==> src/cpbc_consts.svh <==
/*
 * constants for the programmable can buffer control block: register offsets,
 * control field positions, interrupt layout and reset values.
 * assumes inclusion by bare name from package and modules.
 */
`ifndef CPBC_CONSTS_SVH
`define CPBC_CONSTS_SVH

`define CPBC_NUM_BUF 6
// register byte offsets
`define CPBC_OFS_BUF0 12'h000
`define CPBC_OFS_DIR 12'h018
`define CPBC_OFS_MODE 12'h01C
`define CPBC_OFS_STAT 12'h020
`define CPBC_OFS_MASK 12'h024
// control field positions
`define CPBC_RX_FULL 7
`define CPBC_RX_ALL 6
`define CPBC_RX_RTR 5
`define CPBC_TX_DONE 7
`define CPBC_TX_ABT 6
`define CPBC_TX_LARB 5
`define CPBC_TX_ERR 4
`define CPBC_TX_REQ 3
`define CPBC_TX_AUTO_REMOTE_REPLY_ENABLE 2
// interrupt status layout: rx stored [5:0], tx done [11:6], tx abort [17:12]
`define CPBC_IRQ_W 18
`define CPBC_CTL_RST 8'h00
`define CPBC_MODE_RST 2'h0

`endif

==> src/cpbc_pkg.sv <==
/*
 * types of the programmable can buffer control block.
 * assumes cpbc_consts.svh on the include path.
 */
`include "cpbc_consts.svh"

package cpbc_pkg;

   // frame delivered by the protocol engine
   typedef struct packed {
      logic valid;
      logic ok;
      logic accepted;
      logic remote;
      logic [4:0] filter;
   } cpbc_rx_t;

   // outcome of an attempted send
   typedef struct packed {
      logic done;
      logic success;
      logic lost_arb;
      logic error;
   } cpbc_txres_t;

   // request to the protocol engine
   typedef struct packed {
      logic start;
      logic [2:0] index;
      logic remote_reply;
   } cpbc_tx_request_bit_t;

   typedef enum logic [1:0] {
      CPBC_TX_IDLE,
      CPBC_TX_BUSY
   } cpbc_txst_t;

endpackage : cpbc_pkg

==> src/cpbc_tx_arbiter.sv <==
/*
 * picks the pending transmit buffer with the highest priority; on a tie the
 * lowest index wins.
 * assumes request and priority vectors from the same clock domain.
 */
`timescale 1ns/1ps
`include "cpbc_consts.svh"

module cpbc_tx_arbiter
   import cpbc_pkg::*;
(
   input wire logic [`CPBC_NUM_BUF-1:0] req,
   input wire logic [2*`CPBC_NUM_BUF-1:0] pri,
   output logic found,
   output logic [2:0] index
);

   // scan from the top so lower indexes overwrite on equal priority
   always_comb begin
      logic [1:0] best;
      best = 2'h0;
      found = 1'b0;
      index = 3'h0;
      for (int i = `CPBC_NUM_BUF - 1; i >= 0; i--) begin
         if (req[i] && (!found || pri[2*i +: 2] >= best)) begin
            found = 1'b1;
            best = pri[2*i +: 2];
            index = 3'(i);
         end
      end
   end

endmodule : cpbc_tx_arbiter

==> src/cpbc_buffer_ctrl.sv <==
/*
 * control and status of six can message buffers, reached over ahb-lite.
 * assumes a protocol engine on hclk that offers received frames, remote
 * requests and send results, and takes one send request at a time.
 */
// Our own choices: register access over AHB-Lite and the address map.
`timescale 1ns/1ps
`include "cpbc_consts.svh"

module cpbc_buffer_ctrl
   import cpbc_pkg::*;
(
   input wire logic hclk,
   input wire logic hresetn,
   input wire logic hsel,
   input wire logic [11:0] haddr,
   input wire logic [1:0] htrans,
   input wire logic hwrite,
   input wire logic [2:0] hsize,
   input wire logic [31:0] hwdata,
   input wire logic hready,
   output logic [31:0] hrdata,
   output logic hreadyout,
   output logic hresp,
   input wire cpbc_rx_t rx_frame,
   input wire logic [2:0] rx_index,
   input wire logic [10:0] remote_id,
   input wire logic remote_seen,
   input wire logic [10:0] buf_id [`CPBC_NUM_BUF],
   input wire cpbc_txres_t tx_result,
   output cpbc_tx_request_bit_t tx_request,
   output logic [`CPBC_NUM_BUF-1:0] rx_stored,
   output logic irq
);

   ////////////////////////////////////////////////////////////////////////////
   // state

   // register map, one word each, data in the low bits
   //   buffer n control at n*4 (n 0..5), a byte whose layout follows the
   //   direction bit of that buffer:
   //     receive view: full, accept-all, remote, filter index [4:0]
   //     transmit view: done, aborted, lost arbitration, error, request,
   //     auto reply, priority [1:0]
   //   direction word: bit n set makes buffer n a transmit buffer
   //   mode word: two bits, zero parks every buffer
   //   status word: rx stored [5:0], tx done [11:6], tx aborted [17:12],
   //   write one to clear, a new event wins over the clear
   //   mask word: same layout, any unmasked status bit raises irq
   // hazards a user must know
   //   writes are posted: a read in the very next address phase sees the old value
   //   lost arbitration and bus errors keep the request and retry at once
   //   a buffer cannot change direction while it is queued or on the wire
   typedef struct packed {
      logic [`CPBC_NUM_BUF-1:0][7:0] ctl;
      logic [`CPBC_NUM_BUF-1:0] dir;
      logic [1:0] mode;
      logic [`CPBC_IRQ_W-1:0] stat;
      logic [`CPBC_IRQ_W-1:0] mask;
      logic [`CPBC_NUM_BUF-1:0] rtr_pend;
      cpbc_txst_t txst;
      logic [2:0] cur;
      logic cur_rtr;
      cpbc_tx_request_bit_t tx_request_bit;
      logic [`CPBC_NUM_BUF-1:0] stored;
      logic wr_pend;
      logic [11:0] wr_addr;
      logic [31:0] rdata;
      logic irq;
   } cpbc_state_t;

   cpbc_state_t st_r;
   cpbc_state_t st_nxt;

   logic arb_found;
   logic [2:0] arb_index;
   logic [`CPBC_NUM_BUF-1:0] tx_pend;
   logic [2*`CPBC_NUM_BUF-1:0] tx_pri;

   ////////////////////////////////////////////////////////////////////////////
   // pending requests and priorities for the arbiter

   generate
      for (genvar g = 0; g < `CPBC_NUM_BUF; g++) begin : g_pend
         assign tx_pend[g] = st_r.dir[g] && (st_r.ctl[g][`CPBC_TX_REQ] || st_r.rtr_pend[g]);
         assign tx_pri[2*g +: 2] = st_r.ctl[g][1:0];
      end
   endgenerate

   cpbc_tx_arbiter u_arb (
      .req(tx_pend),
      .pri(tx_pri),
      .found(arb_found),
      .index(arb_index)
   );

   ////////////////////////////////////////////////////////////////////////////
   // next state

   always_comb begin
      logic active;
      logic addr_ok;
      logic [7:0] wb;
      logic [`CPBC_IRQ_W-1:0] ev;
      logic busy;
      logic [2:0] bi;
      logic lock;
      active = (st_r.mode != 2'h0);
      addr_ok = hsel && hready && htrans[1];
      wb = hwdata[7:0];
      ev = '0;
      busy = 1'b0;
      bi = 3'h0;
      lock = 1'b0;
      st_nxt = st_r;
      st_nxt.tx_request_bit.start = 1'b0;
      st_nxt.stored = '0;

      // data phase of a posted write
      if (st_r.wr_pend) begin
         st_nxt.wr_pend = 1'b0;
         if (st_r.wr_addr < `CPBC_OFS_DIR && st_r.wr_addr[1:0] == 2'h0) begin
            bi = st_r.wr_addr[4:2];
            busy = (st_r.txst == CPBC_TX_BUSY) && (st_r.cur == bi);
            if (active && !st_r.dir[bi]) begin
               // receive view: clear-only full flag, writable accept-all
               if (!wb[`CPBC_RX_FULL])
                  st_nxt.ctl[bi][`CPBC_RX_FULL] = 1'b0;
               st_nxt.ctl[bi][`CPBC_RX_ALL] = wb[`CPBC_RX_ALL];
            end else if (active) begin
               // transmit view: done flag writable, control fields locked while busy
               st_nxt.ctl[bi][`CPBC_TX_DONE] = wb[`CPBC_TX_DONE];
               if (!st_r.ctl[bi][`CPBC_TX_REQ] && !busy) begin
                  st_nxt.ctl[bi][2:0] = wb[2:0];
                  if (wb[`CPBC_TX_REQ]) begin
                     st_nxt.ctl[bi][`CPBC_TX_REQ] = 1'b1;
                     st_nxt.ctl[bi][`CPBC_TX_LARB] = 1'b0;
                     st_nxt.ctl[bi][`CPBC_TX_ERR] = 1'b0;
                     st_nxt.ctl[bi][`CPBC_TX_ABT] = 1'b0;
                  end
               end else if (st_r.ctl[bi][`CPBC_TX_REQ] && !wb[`CPBC_TX_REQ]) begin
                  // clearing a pending request asks for an abort
                  st_nxt.ctl[bi][`CPBC_TX_REQ] = 1'b0;
                  st_nxt.ctl[bi][`CPBC_TX_ABT] = 1'b1;
                  ev[12 + 32'(bi)] = 1'b1;
               end
            end
         end else if (st_r.wr_addr == `CPBC_OFS_DIR) begin
            // direction may only change on idle buffers: a send in flight would
            // otherwise land its done flag in the receive view as a full flag
            for (int i = 0; i < `CPBC_NUM_BUF; i++) begin
               lock = st_r.dir[i] && (st_r.ctl[i][`CPBC_TX_REQ] || st_r.rtr_pend[i]
                      || (st_r.txst == CPBC_TX_BUSY && st_r.cur == 3'(i)));
               if (!lock)
                  st_nxt.dir[i] = hwdata[i];
               if (st_nxt.dir[i] != st_r.dir[i]) begin
                  // a fresh view starts clean and forgets queued replies
                  st_nxt.ctl[i] = `CPBC_CTL_RST;
                  st_nxt.rtr_pend[i] = 1'b0;
               end
            end
         end else if (st_r.wr_addr == `CPBC_OFS_MODE) begin
            st_nxt.mode = hwdata[1:0];
         end else if (st_r.wr_addr == `CPBC_OFS_STAT) begin
            st_nxt.stat = st_r.stat & ~hwdata[`CPBC_IRQ_W-1:0];
         end else if (st_r.wr_addr == `CPBC_OFS_MASK) begin
            st_nxt.mask = hwdata[`CPBC_IRQ_W-1:0];
         end
      end

      // receive path from the protocol engine
      if (active && rx_frame.valid && rx_index < 3'(`CPBC_NUM_BUF)) begin
         bi = rx_index;
         // a buffer turning to transmit in this cycle takes no frame
         if (!st_r.dir[bi] && !st_nxt.dir[bi]
             && !st_r.ctl[bi][`CPBC_RX_FULL]) begin
            if (st_r.ctl[bi][`CPBC_RX_ALL] || (rx_frame.ok && rx_frame.accepted)) begin
               st_nxt.ctl[bi][`CPBC_RX_FULL] = 1'b1;
               st_nxt.ctl[bi][`CPBC_RX_RTR] = rx_frame.remote;
               st_nxt.ctl[bi][4:0] = rx_frame.filter;
               st_nxt.stored[bi] = 1'b1;
               ev[bi] = 1'b1;
            end
         end
      end

      // remote request matching an auto-reply transmit buffer
      for (int i = 0; i < `CPBC_NUM_BUF; i++) begin
         if (active && remote_seen && st_r.dir[i] && st_nxt.dir[i]
             && st_r.ctl[i][`CPBC_TX_AUTO_REMOTE_REPLY_ENABLE] && buf_id[i] == remote_id)
            st_nxt.rtr_pend[i] = 1'b1;
      end

      // transmit sequencing
      unique case (st_r.txst)
         CPBC_TX_IDLE: begin
            if (active && arb_found) begin
               st_nxt.txst = CPBC_TX_BUSY;
               st_nxt.cur = arb_index;
               st_nxt.cur_rtr = !st_r.ctl[arb_index][`CPBC_TX_REQ];
               st_nxt.tx_request_bit.start = 1'b1;
               st_nxt.tx_request_bit.index = arb_index;
               st_nxt.tx_request_bit.remote_reply = !st_r.ctl[arb_index][`CPBC_TX_REQ];
            end
         end
         CPBC_TX_BUSY: begin
            if (tx_result.done) begin
               st_nxt.txst = CPBC_TX_IDLE;
               bi = st_r.cur;
               if (tx_result.success) begin
                  st_nxt.ctl[bi][`CPBC_TX_REQ] = 1'b0;
                  st_nxt.ctl[bi][`CPBC_TX_DONE] = 1'b1;
                  st_nxt.rtr_pend[bi] = 1'b0;
                  ev[6 + 32'(bi)] = 1'b1;
               end else begin
                  st_nxt.ctl[bi][`CPBC_TX_LARB] = tx_result.lost_arb;
                  st_nxt.ctl[bi][`CPBC_TX_ERR] = tx_result.error;
                  if (st_r.cur_rtr && !st_r.ctl[bi][`CPBC_TX_AUTO_REMOTE_REPLY_ENABLE])
                     st_nxt.rtr_pend[bi] = 1'b0;
               end
            end
         end
      endcase

      // events win over a same-cycle clear
      st_nxt.stat = st_nxt.stat | ev;
      st_nxt.irq = |(st_nxt.stat & st_nxt.mask);

      // address phase: reads answer next cycle, writes are posted
      if (addr_ok) begin
         st_nxt.wr_pend = hwrite;
         st_nxt.wr_addr = haddr;
         st_nxt.rdata = 32'h0000_0000;
         if (!hwrite) begin
            if (haddr < `CPBC_OFS_DIR && haddr[1:0] == 2'h0)
               st_nxt.rdata = {24'h00_0000, active ? st_r.ctl[haddr[4:2]] : 8'h00};
            else if (haddr == `CPBC_OFS_DIR)
               st_nxt.rdata = {26'h000_0000, st_r.dir};
            else if (haddr == `CPBC_OFS_MODE)
               st_nxt.rdata = {30'h0000_0000, st_r.mode};
            else if (haddr == `CPBC_OFS_STAT)
               st_nxt.rdata = {14'h0000, st_r.stat};
            else if (haddr == `CPBC_OFS_MASK)
               st_nxt.rdata = {14'h0000, st_r.mask};
         end
      end
   end

   ////////////////////////////////////////////////////////////////////////////
   // state register

   always_ff @(posedge hclk or negedge hresetn) begin
      if (!hresetn) begin
         st_r <= '0;
      end else begin
         st_r <= st_nxt;
      end
   end

   ////////////////////////////////////////////////////////////////////////////
   // outputs

   assign hrdata = st_r.rdata;
   assign hreadyout = 1'b1; // zero wait states
   assign hresp = 1'b0; // always okay
   assign tx_request = st_r.tx_request_bit;
   assign rx_stored = st_r.stored;
   assign irq = st_r.irq;

endmodule : cpbc_buffer_ctrl

==> config.mk <==
export PLATFORM = sky130hd
export DESIGN_NAME = cpbc_buffer_ctrl
export DESIGN_NICKNAME = d
export VERILOG_FILES = /design/src/cpbc_pkg.sv /design/src/cpbc_tx_arbiter.sv /design/src/cpbc_buffer_ctrl.sv
export VERILOG_INCLUDE_DIRS = /design/src
export SDC_FILE = /design/constraint.sdc
export NUM_CORES = 1
export LEC_CHECK = 0
export ABC_CLOCK_PERIOD_IN_PS = 11100
export BUFFER_PORTS_ARGS = -buffer_cell sky130_fd_sc_hd__buf_2
export CAP_MARGIN = 30
export CORE_MARGIN = 1.5
export CORE_UTILIZATION = 61
export DETAILED_ROUTE_END_ITERATION = 8
export PLACE_DENSITY = 0.95
export RECOVER_POWER = 50
export SYNTH_ARGS = -nofsm -noshare
export SYNTH_HDL_FRONTEND = slang
export SYNTH_SLANG_ARGS = --single-unit
==> constraint.sdc <==
create_clock -name hclk -period 11.1 [get_ports hclk]
set_clock_uncertainty 0.1 [all_clocks]
set_input_delay 0 -clock hclk [delete_from_list [all_inputs] [get_ports hclk]]
set_output_delay 0 -clock hclk [all_outputs]
set_load 0.01 [all_outputs]
==> summary.md, run 1 <==
| Metric | Value |
|---|---|
| Outcome | finished, violations left |
| Violated checks | max-capacitance violations, max-slew violations |
| Area Growth Syn to Fin | 18.0% |
| FP Rows | 46 |
| Yosys cell types | 71 |
| Wire length per cell | 26.8 um |
| Netlist area before placement | 9930 sq um |
| # DRC | 0 |
| Initial antenna violation count | 2 |
| Vias per cell | 6.89 |
| Synth Warn # | 0 |
| H-tree levels | 4 |
| Hpwl dp | 28.1 mm |
| Final setup violating endpoints | 0 |
| First-pass GRT wire length | 61.0 mm |
| Worst rel slew slack | -160% |
| Detail Route Antenna Nets | 0 |
| Pwr Total | 1.44 mW |
| Setup crit start | st_r[112]$_DFF_PN0_ |
| Pwr dens | 123 nW/um^2 |
| Die Ht | 131 um |
| Worst reg2reg path startpoint | st_r[112]$_DFF_PN0_ |
| Final nets | 1461 |
| CTS tree | built |
| Syn Area/Cell | 8.68 sq um |
| Critical path's largest stage delay | 0.69 ns |
| Largest area contributor in the netlist | dfrtp_1 |
| Count leader, synth | dfrtp_1 |
| Worst r2r path cells | 30 |
| Synth top area share | 35.8% |
| RSZ-0062 raised after global routing | false |
| Reported max-cap violation count | 2 |
| RePlAce Congestion | 1.05 |
| Post-synth ARST share | 100% |
| Die area | 17100 sq um |
| #FFs+latches synth | 142 |
| Arr. time, crit path | 7.78 ns |
| Leakage | 5.10 nW |
| Synth top cells by count | dfrtp_1, nand2_1, o21ai_0 |
| Routed wire length | 41.0 mm |
| Total CTS buffers | 17 |
| Max Slew Vio Count | 145 |
| Dominant cells by area after synthesis | dfrtp_1, mux2_2, o21ai_0 |
| Setup crit end kind | flip-flop |
| Critical path class | reg2reg |
| Via count | 10500 |
| CTS sink count | 142 |
| Gr ovfl total | 0 |
| Starting DRT DRC Count | 1842 |
| Final setup TNS | 0 ns |
| Reg-to-reg slack, setup | 3.57 ns |
| Min-delay worst type | in2reg |
| Core Area | 15900 sq um |
| Fin crit share | 67.8% |
| Largest fanout on the critical path | 8 |
| Slew @ Worst Pin | 3.89 ns |
| Cell mode on critical path | a21oi_1 |
| VDD IR max | 111 uV |
| Worst-Skew Late Latency | 0.43 ns |
| Largest net degree at the start of global routing | 75 |
| Fin. Hold Viols | 0 |
| Clk buf depth | 2 |
| Final worst path period need | 7.53 ns |
| Port Buffers | 159 |
| Global-route usage over all layers | 49.3% |
| Num ports | 194 |
| Clock tree root driver cell | clkbuf_16 |
| Worst endpoint required time | 11.35 ns |
| Critical path capture point | tx_request[0]$_DFFE_PN0P_ |
| Initial core utilization | 62.5% |
| Crit-path slowest cell | dfrtp_1 |
| Setup bufs post-CTS | 0 |
| Reg2reg end | tx_request[0]$_DFFE_PN0P_ |
| CTS clk-pin slew, worst paths | 0.07 ns |
| Share of cells above drive strength 1 | 18.6% |
| Vias in the first global route | 10400 |
| Die X | 131 um |
| CP startpoint kind | flip-flop |
| Dominant synthesized flop cell | dfrtp_1 |
| Pre-antenna DRT Iters | 6 |
| Cells after synthesis | 1144 |
| Sequential-to-total area share from yosys stat | 35.8% |
| Fmax | 133 MHz |
| Post-synth EDFFs | 0 |
-- metal layers --
metal  global-route usage (%)  vias to the layer above  wire length (um)  part of all wire, %
met5                        0                        -                 0                    0
met4                     35.7                        0              3260                  7.9
met3                     17.8                      260              5250                   13
met2                     76.5                      975             18500                   45
met1                     56.5                     4893             14100                   34
li1                         -                     4407                 -                    -
-- cell usage in the layout (no fill, tap or decap), types with 13 or more instances in the layout --
cell type      count
dfrtp_1          142
a31oi_1           25
xor2_1            32
buf_4             13
ha_1              14
mux2i_1           30
inv_1             52
nor2_1            78
nand2b_1          17
nand2_1          108
dlygate4sd3_1     54
mux2_2            44
clkbuf_1          33
nand4_1           35
nor4_1            20
clkbuf_16         17
conb_1            16
buf_2            129
nand3_1           50
a21oi_1           60
xnor2_1           37
o21ai_0           84
nor3_1            20
-- registers in the layout, summed over array words and instances, names as in the netlist --
register	cells
hrdata	18
irq	1
rx_stored	6
st_r	112
tx_request	5
-- worst min path at each step --
stage	from	to	slack, ns	cells past startpoint
4_1_cts	buf_id[40]	st_r[65]$_DFF_PN0_	0.001	5
6_report	buf_id[39]	st_r[65]$_DFF_PN0_	0.003	6
3_5_place_dp	hresetn	st_r[95]$_DFF_PN0_	-0.05	1
5_1_grt	haddr[4]	st_r[37]$_DFFE_PN0P_	0.04	2
3_3_place_gp	hresetn	st_r[77]$_DFF_PN0_	-0.06	1
2_1_floorplan	hresetn	hrdata[0]$_DFFE_PN0P_	-0.40	0
-- cell type report --
type                            count  area [sq um]
Multi-Input combinational cell    854          5640
Fill cell                        1143          4170
Sequential cell                   142          3550
Timing Repair Buffer              229          1410
Clock buffer                       17           425
Tap cell                          216           270
Clock inverter                     14           208
Inverter                           55           206
Antenna cell                        3          7.51
-- report_power, final --
part | switching, mW | leakage [nW] | internal [mW]
clock network | 0.255 | 0.303 | 0.380
registers | 0.0396 | 1.83 | 0.541
logic | 0.135 | 2.97 | 0.0934
-- repair_timing --
item / 4_1_cts / 5_1_grt
gates resized for setup: 0 / 0
hold endpoints to repair: 155 / 0
setup endpoints to repair: 0 / 0
hold buffers: 54 / 0
-- cells by family (layout without fill, tap and decap cells) --
kind of cell	after synthesis	in the layout	share of synthesized area [%]
other	2	19	0.0756
muxes	90	90	11.2
AOI/OAI and AO/OA	269	269	17.0
and+or+nand+nor	396	396	20.0
xor gates and xnor gates	69	69	6.08
DFF	142	142	35.8
buffers and inverters	162	315	8.06
adders and majority gates	14	14	1.76
-- worst max-delay path: cells and delay by family (launching register included) --
family                   cells  cell delay [ns]
AO/OA/AOI/OAI               13             2.71
AND/OR/NAND/NOR              7             1.24
buffers and inverters        2             0.22
adder cells (fa/ha/maj)      5             1.28
flip-flops                   1             0.69
multiplexers                 3             1.19
-- stage by stage --
step | cells | instance area, sq um | hold WS [ns] | util (%) | setup slack [ns]
2_1_floorplan | 1158 | 9980 | -0.396 | - | 4.64
3_3_place_gp | 1440 | 10600 | -0.0627 | 66.6 | 4.07
3_5_place_dp | 1441 | 10600 | -0.0509 | 66.6 | 3.88
4_1_cts | 1526 | 11800 | 0.00111 | 74.0 | 3.78
5_1_grt | 1528 | 11700 | 0.0370 | 73.7 | 3.18
6_report | 1530 | 11700 | 0.00289 | 73.7 | 3.57
(Power assumes the default switching activity.)
==> run 2: changes to the inputs <==
--- a/config.mk
+++ b/config.mk
@@ -6,13 +6,13 @@
 export SDC_FILE = /design/constraint.sdc
 export NUM_CORES = 1
 export LEC_CHECK = 0
-export ABC_CLOCK_PERIOD_IN_PS = 11100
+export ABC_CLOCK_PERIOD_IN_PS = 6110
 export BUFFER_PORTS_ARGS = -buffer_cell sky130_fd_sc_hd__buf_2
 export CAP_MARGIN = 30
 export CORE_MARGIN = 1.5
-export CORE_UTILIZATION = 61
+export CORE_UTILIZATION = 51
 export DETAILED_ROUTE_END_ITERATION = 8
-export PLACE_DENSITY = 0.95
+export PLACE_DENSITY = 0.87
 export RECOVER_POWER = 50
 export SYNTH_ARGS = -nofsm -noshare
 export SYNTH_HDL_FRONTEND = slang
==> constraint.sdc (replaced) <==
create_clock -name hclk -period 6.11 [get_ports hclk]
set_clock_uncertainty 0.1 [all_clocks]
set_input_delay 0 -clock hclk [delete_from_list [all_inputs] [get_ports hclk]]
set_output_delay 0 -clock hclk [all_outputs]
set_load 0.01 [all_outputs]
==> run 2 against run 1 <==
Against the previous run:
- the flow finishes with violations (negative hold slack, max-capacitance violations, max-slew violations, negative setup slack)
- largest cell class unchanged
- non-clock buffer count increased by 40
- die area grew 19%
- critical endpoint unchanged
- cell area grew 4.3%
- largest power group unchanged
- cell count is 5.4% higher
- register-to-register slack got worse by 3.6 ns
- clock-buffer cell count grew 4
- power rose by 76%
- sequential cell count is the same
==> summary.md, run 2 (synthesis gave the netlist of run 1 again) <==
| Metric | Value |
|---|---|
| Most frequent cells in the layout | dfrtp_1, buf_2, nand2_1 |
| Clock tree root driver cell | clkbuf_16 |
| Detail Route Antenna Nets | 0 (unchanged) |
| Max FFs per register | 112 (unchanged) |
| CP startpoint kind | flip-flop |
| Wire length per cell | 23.5 um (-12%) |
| Global-route usage over all layers | 37.9% (-11 points) |
| Initial antenna violation count | 0 (-2) |
| Most flops, register | st_r |
| Area Growth Syn to Fin | 23.0% |
| Starting DRT DRC Count | 1630 (-12%) |
| Vias per cell | 6.50 (-5.5%) |
| Outcome | finished, violations left |
| Worst rel slew slack | -157% (+2.2 points) |
| Setup crit end kind | flip-flop |
| CTS clk-pin slew, worst paths | 0.06 ns (about the same) |
| Final core occ | 64.7% (-9.1 points) |
| Final setup TNS | -0.0462 ns (-0.0462 ns) |
| Pwr dens | 208 nW/um^2 (+69%) |
| Register share of total power | 41.4% (+1.2 points) |
| Initial core utilization | 52.6% (-10 points) |
| Core Area | 18900 sq um (+19%) |
| Via count | 10500 (-0.47%) |
| Crit-path slowest cell | dfrtp_1 |
| CTS tree | built |
| Cell mode on critical path | a21oi_2 |
| Clk buf depth | 2 (unchanged) |
| Switching Fraction | 28.4% (-1.3 points) |
| H-tree levels | 4 (unchanged) |
| Total CTS buffers | 17 (unchanged) |
| Largest fanout on the critical path | 2 (-6) |
| Violated checks | negative hold slack, max-capacitance violations, max-slew violations, negative setup slack |
| Largest net degree at the start of global routing | 76 (+1.3%) |
| CTS sink count | 142 (unchanged) |
| PnR worst setup slack | -0.0462 ns (-3.62 ns) |
| Die Ht | 143 um (+9.2%) |
| RSZ-0062 raised after global routing | true |
| Gr ovfl total | 0 (unchanged) |
| Share of cells above drive strength 1 | 22.1% (+3.4 points) |
| Final setup violating endpoints | 1 (+1) |
| Final hold slack | -0.0135 ns (-0.0164 ns) |
| Worst endpoint required time | 6.37 ns (-4.98 ns) |
| Hpwl dp | 26.9 mm (-4.3%) |
| Logic pwr share | 16.8% (+1.0 points) |
| Min-delay worst type | in2reg |
| Max Slew Vio Count | 145 (unchanged) |
| Post-Place Worst Slack | -0.270 ns (-4.15 ns) |
| Slew @ Worst Pin | 3.86 ns (-0.0325 ns) |
| Arr. time, crit path | 6.41 ns (-1.37 ns) |
| Routed wire length | 37.9 mm (-7.7%) |
| Pre-antenna DRT Iters | 6 (unchanged) |
| Fin. Hold Viols | 1 (+1) |
| Final nets | 1501 (+2.7%) |
| Final worst path period need | 6.16 ns (-1.37 ns) |
| Die area | 20300 sq um (+19%) |
| Pint | 1.82 mW (+79%) |
| Num ports | 194 (unchanged) |
| Most common cell after layout, fill and taps aside | dfrtp_1 |
| # DRC | 0 (unchanged) |
| Clock group share of total power | 41.8% (-2.2 points) |
| Die X | 143 um (+9.2%) |
| Leakage | 5.32 nW (+4.2%) |
| Worst-Skew Late Latency | 0.44 ns (about the same) |
| FP Rows | 50 (+8.7%) |
| RePlAce Congestion | 1.13 (+7.5%) |
| First-pass GRT wire length | 57.5 mm (-5.7%) |
| Port Buffers | 159 (unchanged) |
| Vias in the first global route | 10300 (-1.5%) |
| Critical path's largest stage delay | 0.37 ns (-0.32 ns) |
| Reported max-cap violation count | 2 (unchanged) |
| Psw | 0.720 mW (+68%) |
| Critical path class | reg2reg |
| Fin crit share | 101% (+33 points) |
| Fmax | 162 MHz (+22%) |
| VDD IR max | 204 uV (+84%) |
==> run 2: cell count changes in the layout (fill, tap and decap cells not counted), moves of 6 or more <==
cell | before | now
buf_4 | 13 | 43
a21oi_2 | 0 | 7
dlygate4sd3_1 | 54 | 60
a21oi_1 | 60 | 52
==> run 2: cell type report <==
| cell class | count | area, sq um |
|---|---|---|
| Inverter | 55 | 206 |
| Antenna cell | 1 | 2.50 |
| Clock buffer | 21 | 450 |
| Clock inverter | 10 | 140 |
| Timing Repair Buffer | 269 | 1720 |
| Multi-Input combinational cell | 854 | 5820 |
| Sequential cell | 142 | 3550 |
| Fill cell | 1557 | 6680 |
| Tap cell | 260 | 325 |
==> run 2: power groups by stage <==
| stage | combinational, mW | clock [mW] | sequential, mW |
|---|---|---|---|
| finish | 0.426 | 1.06 | 1.05 |
| floorplan | 0.257 | 0 | 1.02 |
| global placement | 0.359 | 0 | 1.06 |
| CTS | 0.411 | 1.06 | 1.04 |
| global route | 0.453 | 1.11 | 1.05 |
| detailed placement | 0.368 | 0 | 1.06 |
==> run 2: critical path, delay by kind of cell (launching register included) <==
kind,cells,cell delay (ns)
buf+inv,5,0.57
flops,1,0.37
fa+ha+maj,5,1.20
compound gates,13,1.86
mux,3,0.99
simple gates,6,0.97
==> run 2: stage by stage <==
stage | cells | hold slack [ns] | area (sq um) | power (mW)
after CTS | 1607 | 0.0109 | 12200 | 2.51
after floorplan | 1158 | -0.396 | 10000 | 1.28
final | 1612 | -0.0135 | 12200 | 2.54
after global routing | 1611 | 0.0641 | 12200 | 2.61
after detailed placement | 1496 | -0.0611 | 10700 | 1.43
after global placement | 1494 | -0.0601 | 10700 | 1.42
==> run 2: timing repair <==
item / CTS / global route
endpoints found under the hold margin: 157 / 0
gates cloned: 0 / 0
buffers inserted: 20 / 3
endpoints found under the setup margin: 3 / 4
hold buffers: 60 / 0
gates resized for setup: 21 / 6
pin swaps: 18 / 14
==> run 2: per-layer routing <==
layer | up-vias | GRT usage (%) | share of wire, %
met5 | - | 0 | 0
met4 | 0 | 24.5 | 7.0
met3 | 219 | 12.4 | 13
met2 | 907 | 59.3 | 45
met1 | 4876 | 44.8 | 35
li1 | 4483 | - | -
==> run 2: worst paths after layout <==
| path | from | endpoint | slack, ns | cells past startpoint |
|---|---|---|---|---|
| worst max-delay path | st_r[112]$_DFF_PN0_ | tx_request[0]$_DFFE_PN0P_ | -0.05 | 32 |
| worst min-delay path | buf_id[26] | st_r[66]$_DFF_PN0_ | -0.01 | 6 |
| worst max register to register | st_r[112]$_DFF_PN0_ | tx_request[0]$_DFFE_PN0P_ | -0.05 | 32 |
| worst min register to register | hrdata[11]$_DFFE_PN0P_ | hrdata[11]$_DFFE_PN0P_ | 0.38 | 2 |
| max in group asynchronous | hresetn | rx_stored[1]$_DFF_PN0_ | 1.21 | 3 |
| min in group asynchronous | hresetn | hrdata[8]$_DFFE_PN0P_ | 1.35 | 2 |
